$ cat config.mk
export PLATFORM = sky130hd
export DESIGN_NAME = pmam_regs
export DESIGN_NICKNAME = d
export VERILOG_FILES = /design/src/include/pmam_pkg.sv /design/src/include/pmam_alert_if.sv /design/src/rtl/pmam_alert_gate.sv /design/src/rtl/pmam_regs.sv
export SDC_FILE = /design/constraint.sdc
export NUM_CORES = 1
export LEC_CHECK = 0
export BUFFER_PORTS_ARGS = -buffer_cell sky130_fd_sc_hd__buf_2
export CORE_ASPECT_RATIO = 1.5
export CORE_MARGIN = 4
export CORE_UTILIZATION = 47
export CTS_BUF_LIST = sky130_fd_sc_hd__clkbuf_8
export DETAILED_ROUTE_END_ITERATION = 8
export PLACE_DENSITY = 0.86
export REMOVE_ABC_BUFFERS = 1
export SLEW_MARGIN = 5
export SYNTH_ARGS = -nofsm -noshare
export SYNTH_HDL_FRONTEND = slang
export SYNTH_SLANG_ARGS = --single-unit
$ cat constraint.sdc
create_clock -name clock -period 2.7 [get_ports clock]
set_input_delay 0.27 -clock clock [delete_from_list [all_inputs] [get_ports clock]]
set_output_delay 0.27 -clock clock [all_outputs]
set_load 0.02 [all_outputs]
$ cat src/include/pmam_pkg.sv
// Command codes, field layouts and reset values for the alert-mask and format registers
package pmam_pkg;

  // Command codes
  localparam logic [7:0] CMD_ALERT_MASK  = 8'h1B;  // Shared alert-mask command
  localparam logic [7:0] CMD_VOUT_FORMAT = 8'h20;  // Output-voltage format byte

  // Embedded status selector bytes for the alert-mask command
  localparam logic [7:0] SEL_COMM_FAULT  = 8'h7E;  // Communication/memory/logic mask
  localparam logic [7:0] SEL_OTHER       = 8'h7F;  // Other-status mask
  localparam logic [7:0] SEL_VENDOR      = 8'h80;  // Manufacturer-status mask

  // Writable bit sets; all other bits read as zero
  localparam logic [7:0] COMM_WR_BITS    = 8'hF2;  // Bits 7,6,5,4,1
  localparam logic [7:0] VENDOR_WR_BITS  = 8'hCE;  // Bits 7,6,3,2,1
  localparam logic [7:0] OTHER_FIXED     = 8'h01;  // Bit 0 hard-wired to masked
  localparam logic [7:0] FMT_WR_BITS     = 8'h9F;  // Bit 7 and bits 4:0

  // Mask bit positions
  localparam int BAD_COMMAND_ALERT_MASK   = 7;
  localparam int BAD_DATA_ALERT_MASK      = 6;
  localparam int PACKET_CHECK_ALERT_MASK  = 5;
  localparam int MEMORY_FAULT_ALERT_MASK  = 4;
  localparam int LOGIC_FAULT_ALERT_MASK   = 3;
  localparam int LINK_FAULT_ALERT_MASK    = 1;
  localparam int EARLIEST_ALERTER_MASK    = 0;
  localparam int POWERUP_EVENT_ALERT_MASK = 7;
  localparam int SELF_EVENT_ALERT_MASK    = 6;
  localparam int RESET_PIN_ALERT_MASK     = 3;
  localparam int BACKCHANNEL_ALERT_MASK   = 2;
  localparam int SYNC_FAULT_ALERT_MASK    = 1;

  // Format byte fields
  localparam int FMT_REL_BIT     = 7;              // Relative format select
  localparam int FMT_MODE_HI     = 6;
  localparam int FMT_MODE_LO     = 5;
  localparam int FMT_PARAM_HI    = 4;
  localparam int FMT_PARAM_LO    = 0;
  localparam logic [1:0] FMT_MODE_LINEAR = 2'h0;  // Only linear is supported

  // Supported exponent range, two's complement
  localparam logic signed [4:0] EXP_MOST_NEG = 5'sh14;  // -12
  localparam logic signed [4:0] EXP_LEAST_NEG = 5'sh1C; // -4

  // Values held between reset release and the nonvolatile restore
  localparam logic [7:0] COMM_RST   = 8'hF2;  // Everything masked
  localparam logic [7:0] VENDOR_RST = 8'hCE;  // Everything masked
  localparam logic [7:0] FMT_RST    = 8'h14;  // Absolute, exponent -12

endpackage

$ cat src/include/pmam_alert_if.sv
// Masks and status conditions passed from the register bank to the alert gate
`timescale 1ns/1ps
interface pmam_alert_if;
  logic [7:0] comm_mask;     // Communication/memory/logic mask
  logic [7:0] other_mask;    // Other-status mask
  logic [7:0] vendor_mask;   // Manufacturer-status mask
  logic [7:0] comm_status;   // Live communication status conditions
  logic [7:0] other_status;  // Live other-status conditions
  logic [7:0] vendor_status; // Live manufacturer status conditions
  logic       alert;         // Registered alert request

  modport regs (output comm_mask, other_mask, vendor_mask,
                output comm_status, other_status, vendor_status,
                input  alert);
  modport gate (input  comm_mask, other_mask, vendor_mask,
                input  comm_status, other_status, vendor_status,
                output alert);
endinterface

$ cat src/rtl/pmam_alert_gate.sv
// Per-bit alert gating of status conditions by their mask bits
`timescale 1ns/1ps
module pmam_alert_gate (
  // Clock and reset
  input  wire logic clock,
  input  wire logic reset_n,
  // Masks, status and alert
  pmam_alert_if.gate  alrt
);

  logic [7:0] comm_hit;    // Unmasked communication conditions
  logic [7:0] other_hit;   // Unmasked other conditions
  logic [7:0] vendor_hit;  // Unmasked manufacturer conditions
  logic       alert_r;     // Registered alert

  // One gate per bit; a set mask bit only blocks the alert, status stays
  for (genvar i = 0; i < 8; i++) begin : g_bit
    assign comm_hit[i]   = alrt.comm_status[i]   & ~alrt.comm_mask[i];
    assign other_hit[i]  = alrt.other_status[i]  & ~alrt.other_mask[i];
    assign vendor_hit[i] = alrt.vendor_status[i] & ~alrt.vendor_mask[i];
  end

  // Registered so the alert pin never glitches on mask writes
  always_ff @(posedge clock or negedge reset_n) begin
    if (!reset_n) begin
      alert_r <= 1'b0;
    end else begin
      alert_r <= |{comm_hit, other_hit, vendor_hit};
    end
  end

  assign alrt.alert = alert_r;

endmodule

$ cat src/rtl/pmam_regs.sv
// Alert-mask and output-voltage format command registers
`timescale 1ns/1ps
module pmam_regs (
  // Clock and reset
  input  wire logic       clock,
  input  wire logic       reset_n,
  // Decoded host transaction
  input  wire logic       cmd_valid,
  input  wire logic       cmd_write,
  input  wire logic       cmd_word,
  input  wire logic [7:0] cmd_code,
  input  wire logic [7:0] cmd_sel,
  input  wire logic [7:0] cmd_wdata,
  // Transaction answer
  output logic            rsp_valid,
  output logic            rsp_ack,
  output logic [7:0]      rsp_rdata,
  // Nonvolatile restore
  input  wire logic       nvm_load,
  input  wire logic [7:0] nvm_comm_mask,
  input  wire logic [7:0] nvm_vendor_mask,
  input  wire logic [7:0] nvm_vout_format,
  // Converter state
  input  wire logic       conversion_en,
  // Status conditions
  input  wire logic [7:0] comm_status,
  input  wire logic [7:0] other_status,
  input  wire logic [7:0] vendor_status,
  // Alert request
  output logic            alert_req,
  // Format towards the conversion engine
  output logic [7:0]      vout_format,
  output logic [7:0]      vout_format_prev,
  output logic            fmt_update
);

  // Register state
  logic [7:0] comm_fault_alert_mask_r;   // Writable comm mask bits
  logic [7:0] vendor_status_alert_mask_r; // Writable vendor mask bits
  logic [7:0] output_voltage_format_r;   // Format byte, mode bits kept zero
  logic [7:0] fmt_prev_r;                // Format before the last change
  logic       fmt_update_r;              // One-cycle change pulse
  logic       rsp_valid_r;               // Answer strobe
  logic       rsp_ack_r;                 // Answer accepted flag
  logic [7:0] rsp_rdata_r;               // Answer data

  // Decode results
  logic       comm_wr;                   // Write to comm mask
  logic       vendor_wr;                 // Write to vendor mask
  logic       fmt_wr;                    // Accepted format write
  logic       accept;                    // Transaction accepted
  logic [7:0] rdata_nxt;                 // Read data for the answer
  logic [7:0] fmt_nxt;                   // Candidate format value
  logic       exp_ok;                    // Exponent within range
  logic [7:0] other_mask_val;            // Other mask, constant

  pmam_alert_if alrt ();                 // Link to the alert gate

  // Other mask has no storage at all
  assign other_mask_val = pmam_pkg::OTHER_FIXED;

  // Candidate format keeps mode zero regardless of written bits
  assign fmt_nxt = cmd_wdata & pmam_pkg::FMT_WR_BITS;

  // Exponent range check in signed arithmetic
  assign exp_ok =
    ($signed(cmd_wdata[pmam_pkg::FMT_PARAM_HI:pmam_pkg::FMT_PARAM_LO]) >=
     pmam_pkg::EXP_MOST_NEG) &&
    ($signed(cmd_wdata[pmam_pkg::FMT_PARAM_HI:pmam_pkg::FMT_PARAM_LO]) <=
     pmam_pkg::EXP_LEAST_NEG);

  // Command decode; wrong transaction shape is refused, not guessed at
  always_comb begin
    comm_wr   = 1'b0;
    vendor_wr = 1'b0;
    fmt_wr    = 1'b0;
    accept    = 1'b0;
    rdata_nxt = 8'h00;
    if (!cmd_valid) begin
      // Idle, nothing decoded
      accept = 1'b0;
    end else if (cmd_code == pmam_pkg::CMD_ALERT_MASK && cmd_word) begin
      if (cmd_sel == pmam_pkg::SEL_COMM_FAULT) begin
        // Bits 3, 2 and 0 stay zero
        comm_wr   = cmd_write;
        accept    = 1'b1;
        rdata_nxt = comm_fault_alert_mask_r & pmam_pkg::COMM_WR_BITS;
      end else if (cmd_sel == pmam_pkg::SEL_OTHER) begin
        // Read-only; writes are refused
        accept    = !cmd_write;
        rdata_nxt = other_mask_val;
      end else if (cmd_sel == pmam_pkg::SEL_VENDOR) begin
        comm_wr   = 1'b0;
        vendor_wr = cmd_write;
        accept    = 1'b1;
        rdata_nxt = vendor_status_alert_mask_r & pmam_pkg::VENDOR_WR_BITS;
      end else begin
        // Selector outside this bank
        accept = 1'b0;
      end
    end else if (cmd_code == pmam_pkg::CMD_VOUT_FORMAT && !cmd_word) begin
      if (cmd_write) begin
        // Frozen while converting; bad exponent is invalid data
        fmt_wr = !conversion_en && exp_ok;
        accept = fmt_wr;
      end else begin
        accept    = 1'b1;
        rdata_nxt = output_voltage_format_r;
      end
    end else begin
      // Unknown command or wrong transaction size
      accept = 1'b0;
    end
  end

  // Comm mask storage, restore has priority over a host write
  always_ff @(posedge clock or negedge reset_n) begin
    if (!reset_n) begin
      comm_fault_alert_mask_r <= pmam_pkg::COMM_RST;
    end else if (nvm_load) begin
      comm_fault_alert_mask_r <= nvm_comm_mask & pmam_pkg::COMM_WR_BITS;
    end else if (comm_wr) begin
      comm_fault_alert_mask_r <= cmd_wdata & pmam_pkg::COMM_WR_BITS;
    end
  end

  // Vendor mask storage
  always_ff @(posedge clock or negedge reset_n) begin
    if (!reset_n) begin
      vendor_status_alert_mask_r <= pmam_pkg::VENDOR_RST;
    end else if (nvm_load) begin
      vendor_status_alert_mask_r <= nvm_vendor_mask & pmam_pkg::VENDOR_WR_BITS;
    end else if (vendor_wr) begin
      vendor_status_alert_mask_r <= cmd_wdata & pmam_pkg::VENDOR_WR_BITS;
    end
  end

  // Format storage and change pulse for the conversion engine
  always_ff @(posedge clock or negedge reset_n) begin
    if (!reset_n) begin
      output_voltage_format_r <= pmam_pkg::FMT_RST;
      fmt_prev_r              <= pmam_pkg::FMT_RST;
      fmt_update_r            <= 1'b0;
    end else if (nvm_load) begin
      // Restore is a fresh baseline, nothing to convert
      output_voltage_format_r <= nvm_vout_format & pmam_pkg::FMT_WR_BITS;
      fmt_prev_r              <= nvm_vout_format & pmam_pkg::FMT_WR_BITS;
      fmt_update_r            <= 1'b0;
    end else if (fmt_wr && fmt_nxt != output_voltage_format_r) begin
      // Old value is kept so stored commands can be rescaled
      output_voltage_format_r <= fmt_nxt;
      fmt_prev_r              <= output_voltage_format_r;
      fmt_update_r            <= 1'b1;
    end else begin
      fmt_update_r <= 1'b0;
    end
  end

  // Answer one cycle after each transaction
  always_ff @(posedge clock or negedge reset_n) begin
    if (!reset_n) begin
      rsp_valid_r <= 1'b0;
      rsp_ack_r   <= 1'b0;
      rsp_rdata_r <= 8'h00;
    end else begin
      rsp_valid_r <= cmd_valid;
      rsp_ack_r   <= accept;
      // Writes and refusals answer with zero data
      rsp_rdata_r <= (cmd_valid && !cmd_write && accept) ? rdata_nxt : 8'h00;
    end
  end

  // Masks and status towards the gate; sync and self-event bits are
  // left to software, which must keep them set where the alert is unwanted
  assign alrt.comm_mask     = comm_fault_alert_mask_r & pmam_pkg::COMM_WR_BITS;
  assign alrt.other_mask    = other_mask_val;
  assign alrt.vendor_mask   = vendor_status_alert_mask_r & pmam_pkg::VENDOR_WR_BITS;
  assign alrt.comm_status   = comm_status;
  assign alrt.other_status  = other_status;
  assign alrt.vendor_status = vendor_status;

  // Alert gating per bit
  pmam_alert_gate u_gate (
    .clock   (clock),
    .reset_n (reset_n),
    .alrt    (alrt.gate)
  );

  // Outputs
  assign alert_req        = alrt.alert;
  assign vout_format      = output_voltage_format_r;
  assign vout_format_prev = fmt_prev_r;
  assign fmt_update       = fmt_update_r;
  assign rsp_valid        = rsp_valid_r;
  assign rsp_ack          = rsp_ack_r;
  assign rsp_rdata        = rsp_rdata_r;

endmodule

==> summary.md <==
| Metric | Value |
|---|---|
| Worst-Skew Late Latency | `300 ps` |
| CTS tree | `built` |
| Syn Inst Count | `223` |
| Wirelength per Cell | `16.9 um` |
| Fin crit share | `90.1%` |
| Initial antenna violation count | `0` |
| Worst r2r dst | `vout_format_prev[3]` |
| Layout cells sized above 1 | `41.6%` |
| Leak Pwr | `1.19 nW` |
| Final setup viols | `0` |
| Max Clk Rate | `411 MHz` |
| Largest net degree at the start of global routing | `37` |
| CP Class | `register to register` |
| CTS root buf | `clkbuf_8` |
| CP Launch Type | `register` |
| Post-Syn Area | `2090 um2` |
| Initial core utilization | `48.9%` |
| Worst Skew | `10.2 ps` |
| Worst r2r src | `vout_format[2]` |
| Post-synth ARST share | `100%` |
| Hold_buf cts | `0` |
| Maximum VDD drop | `0.337 mV` |
| R2R depth | `4` |
| Critical Path End | `vout_format_prev[3]` |
| Crit path DAT | `2590 ps` |
| I/O Buffers | `93` |
| Clk buf depth | `2` |
| Status | `finished clean` |
| Setup bufs post-CTS | `0` |
| CP required | `2860 ps` |
| Total wire length | `6080 um` |
| Rows | `29` |
| Pins Over Slew Limit | `0` |
| Fin crit period | `2430 ps` |
| CTS buffer count | `5` |
| Clock sinks | `34` |
| Routed via count | `2135` |
| Overall Global Routing Usage | `22.2%` |
| Worst Max-Slew Pin Slew | `1210 ps` |
| Synth cell types | `43` |
| FF+latch count, synth | `34` |
| Seq/Total Area, Yosys | `41.5%` |
| Die Wd | `62.5 um` |
| Overflow after GRT | `0` |
| Worst hold path type | `input port to asynchronous set/reset pin` |
| Area grow syn2layout | `27.1%` |
| Drt first pass iters | `4` |
| CP max stage delay | `1000 ps` |
| Synthesis Warnings | `0` |
| Die Y | `89.8 um` |
| GPL Wtd Cong | `0.844` |
| Wire length of the first global-routing pass | `10000 um` |
| ANT nets after route | `0` |
| Inserted Diodes | `0` |
| Number of global-route vias before repair | `2158` |
| Detailed Place HPWL | `4690 um` |
| Post-CTS sizing | `0` |
| CP endpoint kind | `register` |
| Via density | `5.91` |
| Num ports | `107` |
| Drc violations | `0` |
| Ratio of total power to cell area | `455 nW/um2` |
| Most frequent cells in the layout | `buf_2, nor2_1, dfrtp_1` |
| Post-route total power | `1.21 mW` |
| Ys flop type | `dfrtp_1` |
| DR iter-0 viols | `50` |
| Core box area | `4280 um2` |
| Flop2flop setup slack | `270 ps` |
| Syn Area/Cell | `9.39 um2` |
| Die area | `5610 um2` |
| Final net count | `393` |
| Number of flops mapped to enable cells by yosys | `0` |
| Final hold viol count | `0` |
| Worst-path clk slew | `70 ps` |
| Slew margin rel. | `18.6%` |
| RSZ-0062 raised after global routing | `no` |
| Commonest non-fill, non-tap cell in the layout | `buf_2` |
| Worst-path maximum fanout | `11` |
| H-Tree Depth | `2` |
| TNS Setup | `0 ps` |
| Crit path cell chain | `xor2_1, nor4_1, a211o_1, a211oi_1` |
| CP max stage cell | `nor4_1` |
| Max cap viols | `0` |
| Critical Path Start | `vout_format[2]` |
-- area by class of cell --
class,count,area [um2]
fillers,397,1620
multi-input cells,165,1110
flip-flops and latches,34,868
repair buffers,96,488
clock buffers,6,82.6
inverters,12,45.0
well taps,46,57.6
clock inverters,2,8.76
-- synthesized netlist by cell type, drive strengths merged, types with 2 or more instances --
library cell   n  area share [%]
o22ai          3            0.90
and2           2            0.60
xor2           6             2.5
nor4          13             3.9
nand3          4            0.96
inv           12             2.2
a2bb2oi        6             2.5
a211oi        10             3.6
dfstp         14              18
nand4b         6             2.5
or3            3             1.1
o31a           5             2.1
nand2          7             1.3
a31oi          2            0.60
a21boi         4             1.4
nand2b         6             1.8
a41oi          5             2.1
a32oi          5             2.1
o21ai          3            0.72
dfrtp         20              24
nor2          22             3.9
o31ai          7             2.7
a2111oi       13             5.4
nor3           4             1.2
or2           10             3.0
clkbuf         9             1.6
buf            6             2.2
and3           5             1.5
a21oi          2            0.48
-- kinds of logic after synthesis --
group,Yosys count,synth area share (%)
AND/OR/NAND/NOR,87,23.8
AO/OA/AOI/OAI,68,26.0
flip-flops,34,41.5
other,1,0.179
buffers and inverters,27,5.97
XOR/XNOR,6,2.51
-- sequential cells by signal, indices dropped and copies added (netlist names) --
name                        flops
rsp_valid                       1
vout_format_prev                6
rsp_rdata                       8
rsp_ack                         1
comm_fault_alert_mask_r         5
fmt_update                      1
u_gate.alrt.alert               1
vendor_status_alert_mask_r      5
vout_format                     6
-- power breakdown --
part | internal (mW) | switching [mW]
clock | 0.202 | 0.192
sequential | 0.555 | 0.0302
combinational | 0.101 | 0.132
total | 0.857 | 0.354
-- worst min path at each step --
stage | startpoint | cells after the start | slack [ps] | to
after floorplan | reset_n | 0 | -30 | fmt_update
after global routing | reset_n | 1 | 100 | vout_format_prev[7]
final | reset_n | 1 | 40 | vout_format_prev[7]
after CTS | reset_n | 1 | 50 | vout_format_prev[7]
after global placement | reset_n | 1 | 370 | fmt_update
after detailed placement | reset_n | 1 | 380 | vout_format_prev[7]
-- worst max-delay path: cells and delay by family, from the launching register on --
kind            cells  cell delay [ps]
simple gates        1             1000
compound gates      2              630
flops               1              580
xor+xnor            1               80
-- layer usage --
metal	up-vias	routed length, um	GRT usage, %
met2	59	3320	39.0
met1	1008	2330	24.7
li1	1050	-	-
met5	-	0	0
met3	18	258	4.49
met4	0	180	11.8
-- stage by stage --
stage / setup slack, ps / util (%) / hold WS, ps / area (um2) / std cells
floorplan: 603 / - / -25.6 / 2030 / 211
global placement: 395 / 60.1 / 368 / 2570 / 353
detailed placement: 351 / 60.1 / 377 / 2570 / 353
CTS: 327 / 62.2 / 50.4 / 2660 / 361
global route: 158 / 62.2 / 104 / 2660 / 361
finish: 267 / 62.2 / 40.7 / 2660 / 361
(Power assumes the default switching activity.)
